`config.mk`:
```
export PLATFORM = sky130hd
export DESIGN_NAME = phy_io_dsp_config_regs
export DESIGN_NICKNAME = d
export VERILOG_FILES = /design/src/hw/phy_io_cfg_pkg.sv /design/src/hw/low_power_idle_freeze_state_timer.sv /design/src/hw/phy_io_dsp_config_regs.sv
export SDC_FILE = /design/constraint.sdc
export NUM_CORES = 1
export LEC_CHECK = 0
export ABC_AREA = 0
export BUFFER_PORTS_ARGS = -buffer_cell sky130_fd_sc_hd__buf_2
export CORE_MARGIN = 4
export CORE_UTILIZATION = 40
export DETAILED_ROUTE_END_ITERATION = 16
export PLACE_DENSITY = 0.68
export SYNTH_ARGS = -nofsm -noshare
export SYNTH_HDL_FRONTEND = slang
export SYNTH_HIERARCHICAL = 1
export SYNTH_SLANG_ARGS = --single-unit
export TNS_END_PERCENT = 10
```
`constraint.sdc`:
```
create_clock -name mclk -period 3.2 [get_ports mclk]
set_input_delay 0.32 -clock mclk [delete_from_list [all_inputs] [get_ports mclk]]
set_output_delay 0.32 -clock mclk [all_outputs]
set_load 0.05 [all_outputs]
```
`src/hw/phy_io_cfg_pkg.sv`:
```
// constants, types and register map of the pad, pin and dsp configuration bank
package phy_io_cfg_pkg;

    // clock rate
    localparam int CLK_MHZ = 50;

    // register indices; byte address is four times the index
    localparam logic [11:0] IDX_PAD = 12'h302;
    localparam logic [11:0] IDX_SPARE = 12'h308;
    localparam logic [11:0] IDX_DAC_A = 12'h30b;
    localparam logic [11:0] IDX_DAC_B = 12'h30c;
    localparam logic [11:0] IDX_EQ = 12'h30f;
    localparam int ADDR_W = 14;
    localparam logic [13:0] BA_PAD = {IDX_PAD, 2'b00};
    localparam logic [13:0] BA_SPARE = {IDX_SPARE, 2'b00};
    localparam logic [13:0] BA_DAC_A = {IDX_DAC_A, 2'b00};
    localparam logic [13:0] BA_DAC_B = {IDX_DAC_B, 2'b00};
    localparam logic [13:0] BA_EQ = {IDX_EQ, 2'b00};

    // reset values
    localparam logic [15:0] RST_PAD = 16'h0000;
    localparam logic [15:0] RST_SPARE = 16'h0002;
    localparam logic [15:0] RST_DAC_A = 16'h0c00;
    localparam logic [15:0] RST_DAC_B = 16'h0020;
    localparam logic [15:0] RST_EQ = 16'h0464;

    // writable bits; all others read zero, except spare bits 1-0, which show the revision bit and the clock-off status
    localparam logic [15:0] WM_PAD = 16'hc047;
    localparam logic [15:0] WM_SPARE = 16'hfffc;
    localparam logic [15:0] WM_DAC_A = 16'h0fff;
    localparam logic [15:0] WM_DAC_B = 16'h003f;
    localparam logic [15:0] WM_EQ = 16'h07ff;

    // field positions
    localparam int TERM_LSB = 14;
    localparam int CLK25_OFF_BIT = 6;
    localparam int PIN2_LSB = 0;
    localparam int STATUS_BIT = 0;
    localparam int REV_BIT = 1;
    localparam int RXCLK_SEL_BIT = 2;
    localparam int FRZ_RXDIS_BIT = 4;
    localparam int MSE_BYP_BIT = 5;
    localparam int SETTLE_FRZ_BIT = 6;
    localparam int CNT_FRZ_EN_BIT = 7;
    localparam int CNT_FRZ_LONG_BIT = 8;
    localparam int WAIT_FRZ_LSB = 10;
    localparam int DAC_M1_LSB = 6;
    localparam int DAC_ZERO_LSB = 0;
    localparam int DAC_P1_LSB = 0;
    localparam int FFE1_TMR_LSB = 8;
    localparam int FFE1_HOLD_BIT = 7;

    // counter-timed freeze intervals
    localparam int FRZ_SHORT_US = 176;
    localparam int FRZ_LONG_US = 192;
    localparam int FRZ_SHORT_CYC = FRZ_SHORT_US * CLK_MHZ;
    localparam int FRZ_LONG_CYC = FRZ_LONG_US * CLK_MHZ;

    // bus responses
    localparam logic [1:0] RESP_OKAY = 2'h0;
    localparam logic [1:0] RESP_SLVERR = 2'h2;

    typedef enum logic [2:0] {
        P2_CLK50 = 3'h0,
        P2_LED2 = 3'h1,
        P2_WAKE = 3'h2,
        P2_LOW3 = 3'h3,
        P2_MGMT_INTERRUPT_OUT = 3'h4,
        P2_LOW5 = 3'h5,
        P2_HIGH = 3'h6,
        P2_LOW7 = 3'h7
    } pin2_sel_t;

    typedef enum logic [1:0] {
        SYM_ZERO = 2'h0,
        SYM_PLUS = 2'h1,
        SYM_MINUS = 2'h2
    } mlt3_t;

    typedef enum logic {
        WR_IDLE = 1'b0,
        WR_RESP = 1'b1
    } wr_state_t;

    // adaptation state of the receiver, one-hot-ish flags
    typedef struct packed {
        logic receiver_disabled;
        logic low_power_idle_wake_state;
        logic low_power_idle_freeze_state;
        logic low_power_idle_wait_state;
        logic settled_adapt_state;
        logic lpi_refresh;
    } lpi_state_t;

    // wait_freeze order: [0] fagc .. [5] dc removal
    typedef struct packed {
        logic freeze_all;
        logic mse_bypass;
        logic settled_freeze_en;
        logic counter_freeze;
        logic [5:0] wait_freeze;
    } loop_freeze_t;

    typedef struct packed {
        logic clk50_output;
        logic second_led_out;
        logic wake_event_out;
        logic mgmt_interrupt_out;
    } pin2_src_t;

endpackage

```
`src/hw/low_power_idle_freeze_state_timer.sv`:
```
// counter-timed loop freeze started at each low-power-idle refresh
`timescale 1ns/1ps
module low_power_idle_freeze_state_timer #(
    parameter int SHORT_CYC = phy_io_cfg_pkg::FRZ_SHORT_CYC,
    parameter int LONG_CYC = phy_io_cfg_pkg::FRZ_LONG_CYC
) (
    // clock and reset
    input wire logic mclk,
    input wire logic rst_n,
    // control
    input wire logic enable,
    input wire logic long_sel,
    input wire logic refresh,
    // result
    output logic freeze
);
    logic [15:0] cnt_q;
    logic [15:0] cnt_d;
    logic refresh_q;
    wire start = refresh & ~refresh_q & enable;
    wire [15:0] load_val = long_sel ? 16'(LONG_CYC) : 16'(SHORT_CYC);

    // RULE_07 timed freeze count
    assign cnt_d = start ? load_val : ((cnt_q != 16'h0000) ? cnt_q - 16'h0001 : cnt_q);
    assign freeze = (cnt_q != 16'h0000);

    always_ff @(posedge mclk or negedge rst_n) begin
        if (!rst_n) begin
            cnt_q <= 16'h0000;
            refresh_q <= 1'b0;
        end else begin
            cnt_q <= cnt_d;
            refresh_q <= refresh;
        end
    end
endmodule

```
`src/hw/phy_io_dsp_config_regs.sv`:
```
// pad, pin function, loop freeze, line driver and equalizer configuration bank
// Notes on behaviour
// RULE_01: termination field picks 50 or 25 ohm
// RULE_02: bit 6 clear drives 25 MHz clock
// RULE_03: pin2 select picks clock, leds, wake, interrupt, levels
// RULE_04: spare bit 1 fixed revision bit
// RULE_05: bit 2 rx clock select, bit 4 freeze
// RULE_06: bit 5 mse bypass, bit 6 settled freeze
// RULE_07: bit 7 timed freeze, bit 8 length
// RULE_08: bits 10-15 freeze loops in wait
// RULE_09: spare bit 0 shows clock-off status
// RULE_10: minus one code from bits 11-6
// RULE_11: zero code from bits 5-0
// RULE_12: plus one code from second register
// RULE_13: bits 10-8 set ffe stage1 timer
// RULE_14: bit 7 freezes ffe in stage1
// RULE_15: reserved bits read zero, writes ignored
`timescale 1ns/1ps
module phy_io_dsp_config_regs #(
    parameter int FRZ_SHORT_CYC = phy_io_cfg_pkg::FRZ_SHORT_CYC,
    parameter int FRZ_LONG_CYC = phy_io_cfg_pkg::FRZ_LONG_CYC,
    // arbitrary neutral value
    parameter logic REV_ID_BIT = 1'b0
) (
    // clock and reset
    input wire logic mclk,
    input wire logic rst_n,
    // axi4-lite write address and data
    input wire logic awvalid,
    output logic awready,
    input wire logic [phy_io_cfg_pkg::ADDR_W-1:0] awaddr,
    input wire logic [2:0] awprot,
    input wire logic wvalid,
    output logic wready,
    input wire logic [31:0] wdata,
    input wire logic [3:0] wstrb,
    // axi4-lite write response
    output logic bvalid,
    input wire logic bready,
    output logic [1:0] bresp,
    // axi4-lite read
    input wire logic arvalid,
    output logic arready,
    input wire logic [phy_io_cfg_pkg::ADDR_W-1:0] araddr,
    input wire logic [2:0] arprot,
    output logic rvalid,
    input wire logic rready,
    output logic [31:0] rdata,
    output logic [1:0] rresp,
    // pads
    output logic [1:0] mac_pad_termination_sel,
    input wire logic clk25_output,
    input wire logic [1:0] shared_pad_gpio_control,
    input wire logic shared_pin_i,
    output logic shared_pin_o,
    output logic shared_pin_oe,
    output logic led1_gpio_in,
    input wire logic master_mode,
    input wire phy_io_cfg_pkg::pin2_src_t pin2_src,
    output logic pin2_out,
    // adaptation loops
    input wire phy_io_cfg_pkg::lpi_state_t lpi_state,
    input wire logic ffe_stage1_active,
    output phy_io_cfg_pkg::loop_freeze_t loop_freeze,
    output logic rx_ref_clk_sel,
    output logic [2:0] ffe_stage1_timer,
    output logic ffe_stage1_freeze,
    output logic [6:0] dsp_aux_cfg,
    // line driver
    input wire phy_io_cfg_pkg::mlt3_t mlt3_symbol,
    output logic [5:0] ld_code
);
    logic [15:0] pad_q;
    logic [15:0] spare_q;
    logic [15:0] dac_a_q;
    logic [15:0] dac_b_q;
    logic [15:0] eq_q;
    logic aw_have_q;
    logic w_have_q;
    logic [phy_io_cfg_pkg::ADDR_W-1:0] awaddr_q;
    logic [15:0] wdata_q;
    logic [1:0] wstrb_q;
    phy_io_cfg_pkg::wr_state_t wr_state_q;
    logic [1:0] bresp_q;
    logic rvalid_q;
    logic [31:0] rdata_q;
    logic [1:0] rresp_q;
    logic pin_meta_q;
    logic pin_sync_q;
    logic [5:0] ld_code_q;
    // merge written byte lanes, keep only writable bits
    function automatic logic [15:0] merge(input logic [15:0] old, input logic [15:0] val,
                                          input logic [1:0] strb, input logic [15:0] mask);
        logic [15:0] m;
        m = {strb[1] ? val[15:8] : old[15:8], strb[0] ? val[7:0] : old[7:0]};
        return m & mask;
    endfunction
    // write side decode
    wire do_wr = aw_have_q & w_have_q & (wr_state_q == phy_io_cfg_pkg::WR_IDLE);
    wire ws_pad = (awaddr_q == phy_io_cfg_pkg::BA_PAD);
    wire ws_spare = (awaddr_q == phy_io_cfg_pkg::BA_SPARE);
    wire ws_dac_a = (awaddr_q == phy_io_cfg_pkg::BA_DAC_A);
    wire ws_dac_b = (awaddr_q == phy_io_cfg_pkg::BA_DAC_B);
    wire ws_eq = (awaddr_q == phy_io_cfg_pkg::BA_EQ);
    wire ws_hit = ws_pad | ws_spare | ws_dac_a | ws_dac_b | ws_eq;
    assign awready = ~aw_have_q;
    assign wready = ~w_have_q;
    assign bvalid = (wr_state_q == phy_io_cfg_pkg::WR_RESP);
    assign bresp = bresp_q;
    always_ff @(posedge mclk or negedge rst_n) begin
        if (!rst_n) begin
            aw_have_q <= 1'b0;
            w_have_q <= 1'b0;
            awaddr_q <= '0;
            wdata_q <= 16'h0000;
            wstrb_q <= 2'b00;
        end else begin
            if (awvalid && awready) begin
                aw_have_q <= 1'b1;
                awaddr_q <= awaddr;
            end else if (do_wr) begin
                aw_have_q <= 1'b0;
            end
            if (wvalid && wready) begin
                w_have_q <= 1'b1;
                wdata_q <= wdata[15:0];
                wstrb_q <= wstrb[1:0];
            end else if (do_wr) begin
                w_have_q <= 1'b0;
            end
        end
    end

    always_ff @(posedge mclk or negedge rst_n) begin
        if (!rst_n) begin
            wr_state_q <= phy_io_cfg_pkg::WR_IDLE;
            bresp_q <= phy_io_cfg_pkg::RESP_OKAY;
        end else begin
            case (wr_state_q)
                phy_io_cfg_pkg::WR_IDLE: begin
                    if (do_wr) begin
                        wr_state_q <= phy_io_cfg_pkg::WR_RESP;
                        bresp_q <= ws_hit ? phy_io_cfg_pkg::RESP_OKAY
                                          : phy_io_cfg_pkg::RESP_SLVERR;
                    end
                end
                phy_io_cfg_pkg::WR_RESP: begin
                    if (bready) begin
                        wr_state_q <= phy_io_cfg_pkg::WR_IDLE;
                    end
                end
                default: begin
                    wr_state_q <= phy_io_cfg_pkg::WR_IDLE;
                end
            endcase
        end
    end
    // RULE_15 masked register writes
    always_ff @(posedge mclk or negedge rst_n) begin
        if (!rst_n) begin
            pad_q <= phy_io_cfg_pkg::RST_PAD;
            spare_q <= phy_io_cfg_pkg::RST_SPARE & phy_io_cfg_pkg::WM_SPARE;
            dac_a_q <= phy_io_cfg_pkg::RST_DAC_A;
            dac_b_q <= phy_io_cfg_pkg::RST_DAC_B;
            eq_q <= phy_io_cfg_pkg::RST_EQ;
        end else if (do_wr) begin
            if (ws_pad) pad_q <= merge(pad_q, wdata_q, wstrb_q, phy_io_cfg_pkg::WM_PAD);
            if (ws_spare) spare_q <= merge(spare_q, wdata_q, wstrb_q, phy_io_cfg_pkg::WM_SPARE);
            if (ws_dac_a) dac_a_q <= merge(dac_a_q, wdata_q, wstrb_q, phy_io_cfg_pkg::WM_DAC_A);
            if (ws_dac_b) dac_b_q <= merge(dac_b_q, wdata_q, wstrb_q, phy_io_cfg_pkg::WM_DAC_B);
            if (ws_eq) eq_q <= merge(eq_q, wdata_q, wstrb_q, phy_io_cfg_pkg::WM_EQ);
        end
    end
    // field views
    wire clk25_out_disable = pad_q[phy_io_cfg_pkg::CLK25_OFF_BIT];
    wire [2:0] pin2_function_sel = pad_q[phy_io_cfg_pkg::PIN2_LSB +: 3];
    // RULE_04 fixed revision bit
    // RULE_09 clock-off status bit
    wire [15:0] spare_view = {spare_q[15:2], REV_ID_BIT, clk25_out_disable};
    // read side decode
    wire rs_pad = (araddr == phy_io_cfg_pkg::BA_PAD);
    wire rs_spare = (araddr == phy_io_cfg_pkg::BA_SPARE);
    wire rs_dac_a = (araddr == phy_io_cfg_pkg::BA_DAC_A);
    wire rs_dac_b = (araddr == phy_io_cfg_pkg::BA_DAC_B);
    wire rs_eq = (araddr == phy_io_cfg_pkg::BA_EQ);
    wire rs_hit = rs_pad | rs_spare | rs_dac_a | rs_dac_b | rs_eq;
    wire [15:0] rd_mux = ({16{rs_pad}} & pad_q) | ({16{rs_spare}} & spare_view)
                       | ({16{rs_dac_a}} & dac_a_q) | ({16{rs_dac_b}} & dac_b_q)
                       | ({16{rs_eq}} & eq_q);
    wire rd_fire = arvalid & arready;
    assign arready = ~rvalid_q;
    assign rvalid = rvalid_q;
    assign rdata = rdata_q;
    assign rresp = rresp_q;
    always_ff @(posedge mclk or negedge rst_n) begin
        if (!rst_n) begin
            rvalid_q <= 1'b0;
            rdata_q <= 32'h0000_0000;
            rresp_q <= phy_io_cfg_pkg::RESP_OKAY;
        end else if (rd_fire) begin
            rvalid_q <= 1'b1;
            rdata_q <= {16'h0000, rd_mux};
            rresp_q <= rs_hit ? phy_io_cfg_pkg::RESP_OKAY : phy_io_cfg_pkg::RESP_SLVERR;
        end else if (rready) begin
            rvalid_q <= 1'b0;
        end
    end
    // RULE_01 pad termination
    assign mac_pad_termination_sel = pad_q[phy_io_cfg_pkg::TERM_LSB +: 2];
    // pad input is asynchronous to mclk
    always_ff @(posedge mclk or negedge rst_n) begin
        if (!rst_n) begin
            pin_meta_q <= 1'b0;
            pin_sync_q <= 1'b0;
        end else begin
            pin_meta_q <= shared_pin_i;
            pin_sync_q <= pin_meta_q;
        end
    end
    assign led1_gpio_in = pin_sync_q;
    // RULE_02 shared pin ownership
    assign shared_pin_o = clk25_out_disable ? shared_pad_gpio_control[0] : clk25_output;
    assign shared_pin_oe = clk25_out_disable ? shared_pad_gpio_control[1] : 1'b1;
    // RULE_03 pin2 function mux
    // clocks pass the mux unregistered; a flop would kill them
    assign pin2_out = (pin2_function_sel == phy_io_cfg_pkg::P2_CLK50)
                          ? (pin2_src.clk50_output & master_mode)
                    : (pin2_function_sel == phy_io_cfg_pkg::P2_LED2) ? pin2_src.second_led_out
                    : (pin2_function_sel == phy_io_cfg_pkg::P2_WAKE) ? pin2_src.wake_event_out
                    : (pin2_function_sel == phy_io_cfg_pkg::P2_MGMT_INTERRUPT_OUT)
                          ? pin2_src.mgmt_interrupt_out
                    : (pin2_function_sel == phy_io_cfg_pkg::P2_HIGH);

    // RULE_05 rx clock and disabled freeze
    assign rx_ref_clk_sel = spare_q[phy_io_cfg_pkg::RXCLK_SEL_BIT];
    assign loop_freeze.freeze_all = spare_q[phy_io_cfg_pkg::FRZ_RXDIS_BIT]
                                  & lpi_state.receiver_disabled;
    // RULE_06 mse bypass and settled freeze
    assign loop_freeze.mse_bypass = spare_q[phy_io_cfg_pkg::MSE_BYP_BIT]
                                  & lpi_state.low_power_idle_wake_state;
    assign loop_freeze.settled_freeze_en = spare_q[phy_io_cfg_pkg::SETTLE_FRZ_BIT]
                                         & lpi_state.settled_adapt_state;
    // RULE_08 per-loop wait freeze
    assign loop_freeze.wait_freeze = spare_q[phy_io_cfg_pkg::WAIT_FRZ_LSB +: 6]
                                   & {6{lpi_state.low_power_idle_wait_state}};

    // RULE_07 counter-timed refresh freeze
    low_power_idle_freeze_state_timer #(
        .SHORT_CYC(FRZ_SHORT_CYC),
        .LONG_CYC(FRZ_LONG_CYC)
    ) u_timer (
        .mclk(mclk),
        .rst_n(rst_n),
        .enable(spare_q[phy_io_cfg_pkg::CNT_FRZ_EN_BIT]),
        .long_sel(spare_q[phy_io_cfg_pkg::CNT_FRZ_LONG_BIT]),
        .refresh(lpi_state.lpi_refresh),
        .freeze(loop_freeze.counter_freeze)
    );

    // RULE_13 ffe stage1 timer
    assign ffe_stage1_timer = eq_q[phy_io_cfg_pkg::FFE1_TMR_LSB +: 3];
    // RULE_14 ffe stage1 hold
    assign ffe_stage1_freeze = eq_q[phy_io_cfg_pkg::FFE1_HOLD_BIT] & ffe_stage1_active;
    assign dsp_aux_cfg = eq_q[6:0];
    // RULE_10 RULE_11 RULE_12 symbol level codes
    wire [5:0] ld_code_d = (mlt3_symbol == phy_io_cfg_pkg::SYM_MINUS)
                               ? dac_a_q[phy_io_cfg_pkg::DAC_M1_LSB +: 6]
                         : (mlt3_symbol == phy_io_cfg_pkg::SYM_PLUS)
                               ? dac_b_q[phy_io_cfg_pkg::DAC_P1_LSB +: 6]
                         : dac_a_q[phy_io_cfg_pkg::DAC_ZERO_LSB +: 6];
    always_ff @(posedge mclk or negedge rst_n) begin
        if (!rst_n) begin
            ld_code_q <= 6'h00;
        end else begin
            ld_code_q <= ld_code_d;
        end
    end
    assign ld_code = ld_code_q;
endmodule

```
* Word level (Yosys, flattened, before mapping)
Cells that the tools add are included.
** Storage, ports and cells
- Bits in registers :: 130
- Bits of input ports :: 95
- Output and inout bits :: 75
- Word-level logic and storage cells :: 113
** Cells by class
- Mux-type cells :: 21
- Bitwise gates (word level) :: 33
- $add $sub $neg :: 1
- Reductions and logical operators :: 18
- Equal/unequal tests :: 16
** Operator list (number)
- $eq 14x12->1 const B :: 10
- $or 16x16->16 :: 4
- $and 16x16->16 :: 2
- $mux 16 :: 2
- $reduce_and 3->1 :: 9
- $and 16x11->16 :: 1
- $and 16x12->16 :: 1
- $and 16x6->16 :: 1
- $reduce_bool 16->1 :: 1
- $sub 16x1->16 const B :: 1
- $mux 1 :: 13
- $mux 6 :: 2
- $mux 11 :: 1
- $and 1x1->1 :: 10
- $or 1x1->1 :: 8
- $reduce_bool 2->1 :: 4
- $and 6x6->6 :: 1
- $eq 3x3->1 const B :: 2
- $not 1->1 :: 5
- $mux 2 :: 2
- $eq 3x1->1 const B :: 1
- $eq 3x2->1 const B :: 1
- $logic_not 3->1 :: 1
- $eq 2x1->1 const B :: 1
- 4 further kinds :: 5

* Logic depth before layout (Yosys ltp)
- Depth after elaboration :: 6
- Depth in mapped cells :: 8
- Gate-level depth less buffers :: 6

* Cells and area by module
Netlist, hierarchy kept.
** By module, submodules not included
- phy_io_dsp_config_regs :: sequential area each 2786.4 um^2, cells an instance 428, area each 5221.3 um^2, times used 1
- low_power_idle_freeze_state_timer :: sequential area each 425.4 um^2, cells an instance 92, area each 885.8 um^2, times used 1

* Worst setup path before layout
Ideal clock, no wire load.
- Path kind :: reg-to-reg
- From :: reg u_timer.cnt_q[0]
- To :: reg u_timer.cnt_q[14]
- Path buffers :: 2
- Library setup time :: 0.078 ns
- Required time :: 3.122 ns
- Setup slack :: 0.864 ns
- Data arrival time :: 2.259 ns
- Period minus slack after synthesis :: 2.336 ns
- Stages on the path, launching flop included :: 9
- Cells stage by stage :: dfrtp_1 > inv_1 > ha_1 > or3b_1 > buf_6 > or4_1 > clkbuf_2 > or4_1 > a21oi_1
** On the way
- Longest elaborated chain between the ends :: 3
- Elaborated cells between the ends (all ways) :: 5
- Classes of those cells :: 1 x add/sub; 2 x mux; 2 x reduce/logical
** RTL lines
- start, declared :: line low_power_idle_freeze_state_timer.sv:17 : logic [15:0] cnt_q;
- start signal, assigned :: line low_power_idle_freeze_state_timer.sv:32 : cnt_q <= cnt_d;
- $sub 16x1->16 :: line low_power_idle_freeze_state_timer.sv:24 : assign cnt_d = start ? load_val : ((cnt_q != 16'h0000) ? cnt_q - 16'h0001 : cnt_q);
- $mux 16 (2 in a row) :: line low_power_idle_freeze_state_timer.sv:24
Several ways; a longest one is shown, not always the timed one. The select of a mux whose other input is x is not followed.
A chain may end at the register's enable or synchronous reset.

* Worst setup path in the final report
- From :: reg u_timer.cnt_q[0]
- To :: reg u_timer.cnt_q[9]
Same word-level chain as after synthesis.

==> metrics.md <==
| Metric | Value |
|---|---|
| Data arrival, critical path | `about 2.9 ns` |
| Cell variety after synth | `57` |
| DR vias | `approximately 4,400` |
| DIE AREA | `17,310 µm²` |
| Pre-antenna DRT Iters | `4` |
| Sequential share of the synthesized area | `52.59%` |
| Initial drt markers | `between 200 and 250` |
| Layout cells sized above 1 | `42.33%` |
| Final #Nets | `between 700 and 800` |
| Worst vdd ir | `approximately 0.52 mV` |
| Die X | `131.6 µm` |
| First-pass GRT wire length | `23,370 µm` |
| Post-DP Area | `6774 µm²` |
| Row count | `44` |
| Post-synth top area share | `49.58%` |
| Area growth, synth to finish | `21.31%` |
| Most common cell in the netlist | `dfrtp_1` |
| RSZ-0062 raised after global routing | `no` |
| Leak pwr | `approximately 3.4 nW` |
| Critical-path maximum fanout | `10` |
| Post-Route WL | `around 14,000 µm` |
| Area of the core | `14,750 µm²` |
| Remaining antenna violation count | `0` |
| Status | `finished, final reports clean` |
| Io pins | `170` |
| Fin. max-slew vios | `0` |
| Area of the multi-input gates | `around 2600 µm²` |
| Starting Density | `41.39%` |
| Top post-synthesis cells by area | `dfrtp_1 50%, mux2_2 15%, buf_4 3.9%, dfstp_2 3.0%, a21oi_1 2.5%` |
| Max cap viols | `0` |
| Post-DR vias/cell | `roughly 5.3` |
| Largest net degree at the start of global routing | `between 90 and 100` |
| Post-layout minimum cycle time | `2.650 ns` |
| Fmax | `0.3773 GHz` |
| HPWL Detailed | `about 11,000 µm` |
| Slew @ Worst Pin | `0.7651 ns` |
| M3 GR Usage | `around 5.4%` |
| GRT overflow | `0` |
| Rel. slew slack | `48.72%` |
| M2 GR Usage | `about 29%` |
| Post-Synthesis Cells | `between 500 and 600` |
| Reg area | `3212 µm²` |
| Routed len/inst | `around 17 µm` |
| Final instance area | `~7400 µm²` |
| Synth Register Bits | `around 130` |
| Vias in the first global route | `~4,400` |
| Routability cong. | `about 0.89` |
| H-tree levels | `4` |
| Top cells by count, synth | `121 x dfrtp_1, 82 x mux2_2, 37 x nor2_1, 32 x buf_4, 30 x a21oi_1` |
| Asr flop ratio synth | `100.0%` |
| CP Capture Type | `flop` |
| GR Util All Layers | `between 10% and 20%` |
| Power Dens Cells | `708.4 nW/µm²` |
| TNS Setup | `0 ns` |
| Hold Path Class | `primary input to flop` |
| Port Buf Inserts | `126` |
| GR Util met1 | `roughly a fifth` |
| CTS tree | `yes` |
| Avg Inst Size Synth | `~12 µm²` |
| CTS root buffer | `clkbuf_16` |
| Synthesized cell area | `6107 µm²` |
| Maximum root-to-sink buffer count | `2` |
| Area leader, netlist | `dfrtp_1` |
| Number of flops mapped to enable cells by yosys | `0` |
| DRC | `0` |
| Critical path required time | `about 3.5 ns` |
| Most used DFF post-synth | `dfrtp_1` |
| Initial antenna violation count | `0` |
| Fill cell count | `about 1,300` |
| Clock-pin transition on the worst setup and hold timing paths | `around 0.060 ns` |
| Setup violators final | `0` |
| Clock latency on the worst-skew pair | `between 0.4 and 0.5 ns` |
| Kind of critical path | `flop to flop` |
| ANT cells | `0` |
| Fin crit share | `82.82%` |
| Clk_skew | `around 0.01 ns` |
| Die height | `approximately 130 µm` |
| CTS Buf Count | `17` |
| Final Hold Violating Endpoints | `0` |
| Post-CTS Resized | `0` |
| GR peak layer | `met2` |
| Synth warn | `6` |
| Startpoint class of the critical path | `flop` |
| Clk sinks | `about 130` |
## routing by layer
metal  vias up  routed length [µm]
li1       2089                   -
met1      2193                6223
met2       114                7325
met3         6                 823
met4         0                 111
met5         -                   0
## layout by cell type, fill, tap and decap left out, drive strengths merged, types with 8 or more instances in the layout
cell type,netlist,routed
nor2,38,38
nor2b,9,9
buf,34,132
o21ai,20,20
a211oi,8,8
clkbuf,17,19
mux2i,8,8
mux2,82,82
nand2,18,18
nor4,9,9
nor3,8,8
a21oi,30,30
conb,1,18
inv,7,8
nand3,11,11
dfrtp,121,121
and2,11,11
## registers in the layout (all words and copies together) (netlist names), 2 cells and up
signal,cells
rdata,16
u_timer/cnt_q,16
dac_b_q,6
awaddr_q,14
eq_q,11
dac_a_q,12
wstrb_q,2
pad_q,6
ld_code,6
wdata_q,16
spare_q,14
## worst max-delay path, cell delays in order (launching register included)
cell,delay [ns]
dfrtp_1,0.40
inv_1,0.08
ha_1,0.18
or3b_1,0.52
or4_1,0.69
o21ai_1,0.46
o22ai_1,0.17
## path summary, 6_finish.rpt
path / slack (ns) / end / from / cells after the start
setup / recovery: 0.55 / u_timer/cnt_q[9]$_DFFE_PN0P_ / u_timer/cnt_q[0]$_DFFE_PN0P_ / 6
max in group asynchronous: 1.93 / dac_a_q[11]$_DFFE_PN1P_ / rst_n / 3
hold / removal: 0.04 / u_timer/refresh_q$_DFF_PN0_ / lpi_state[0] / 1
hold reg to reg: 0.35 / led1_gpio_in$_DFF_PN0_ / pin_meta_q$_DFF_PN0_ / 0
min in group asynchronous: 0.40 / led1_gpio_in$_DFF_PN0_ / rst_n / 2
setup reg to reg: 0.55 / u_timer/cnt_q[9]$_DFFE_PN0P_ / u_timer/cnt_q[0]$_DFFE_PN0P_ / 6
## repair_timing
item / CTS / global route
hold endpoints to repair: 37 / 0
setup buffers: 0 / 0
hold buffers: 2 / 0
endpoints found under the setup margin: 0 / 0
## where the power goes
| part | total (W) | switching (W) | internal [W] |
|---|---|---|---|
| clock network | 0.00198 | 0.000712 | 0.00127 |
| logic | 0.00104 | 0.000635 | 0.000405 |
| registers | 0.00223 | 0.000304 | 0.00193 |
| total | 0.00525 | 0.00165 | 0.00360 |
## cells by family after synthesis
family / share of synthesized area (%)
and+or+nand+nor: 15.32
other: 0.06140
xor gates and xnor gates: 1.004
AOI/OAI and AO/OA: 8.707
DFF: 52.59
buffers and inverters: 5.675
adders and majority gates: 0.2048
muxes: 16.43
## area by class of cell
type / instances / share of cell area [%]
well taps: 184 / 3.108
clock inverters: 13 / 2.179
inverters: 7 / 0.3547
clock buffers: 19 / 6.114
repair buffers: 134 / 9.593
multi-input cells: 351 / 35.30
flip-flops and latches: 128 / 43.35
## per-stage QoR
step	util (%)	hold WS, ns	power [W]	instances	worst slack [ns]
2_1_floorplan	-	0.02441	0.002982	537	0.8640
3_3_place_gp	45.91	0.3108	0.003252	802	0.6778
3_5_place_dp	45.91	0.3137	0.003308	802	0.5713
4_1_cts	50.21	0.01690	0.005319	836	0.5457
5_1_grt	50.21	0.02596	0.005504	836	0.4003
6_report	50.21	0.03819	0.005248	836	0.5499
(Power assumes the default switching activity.)
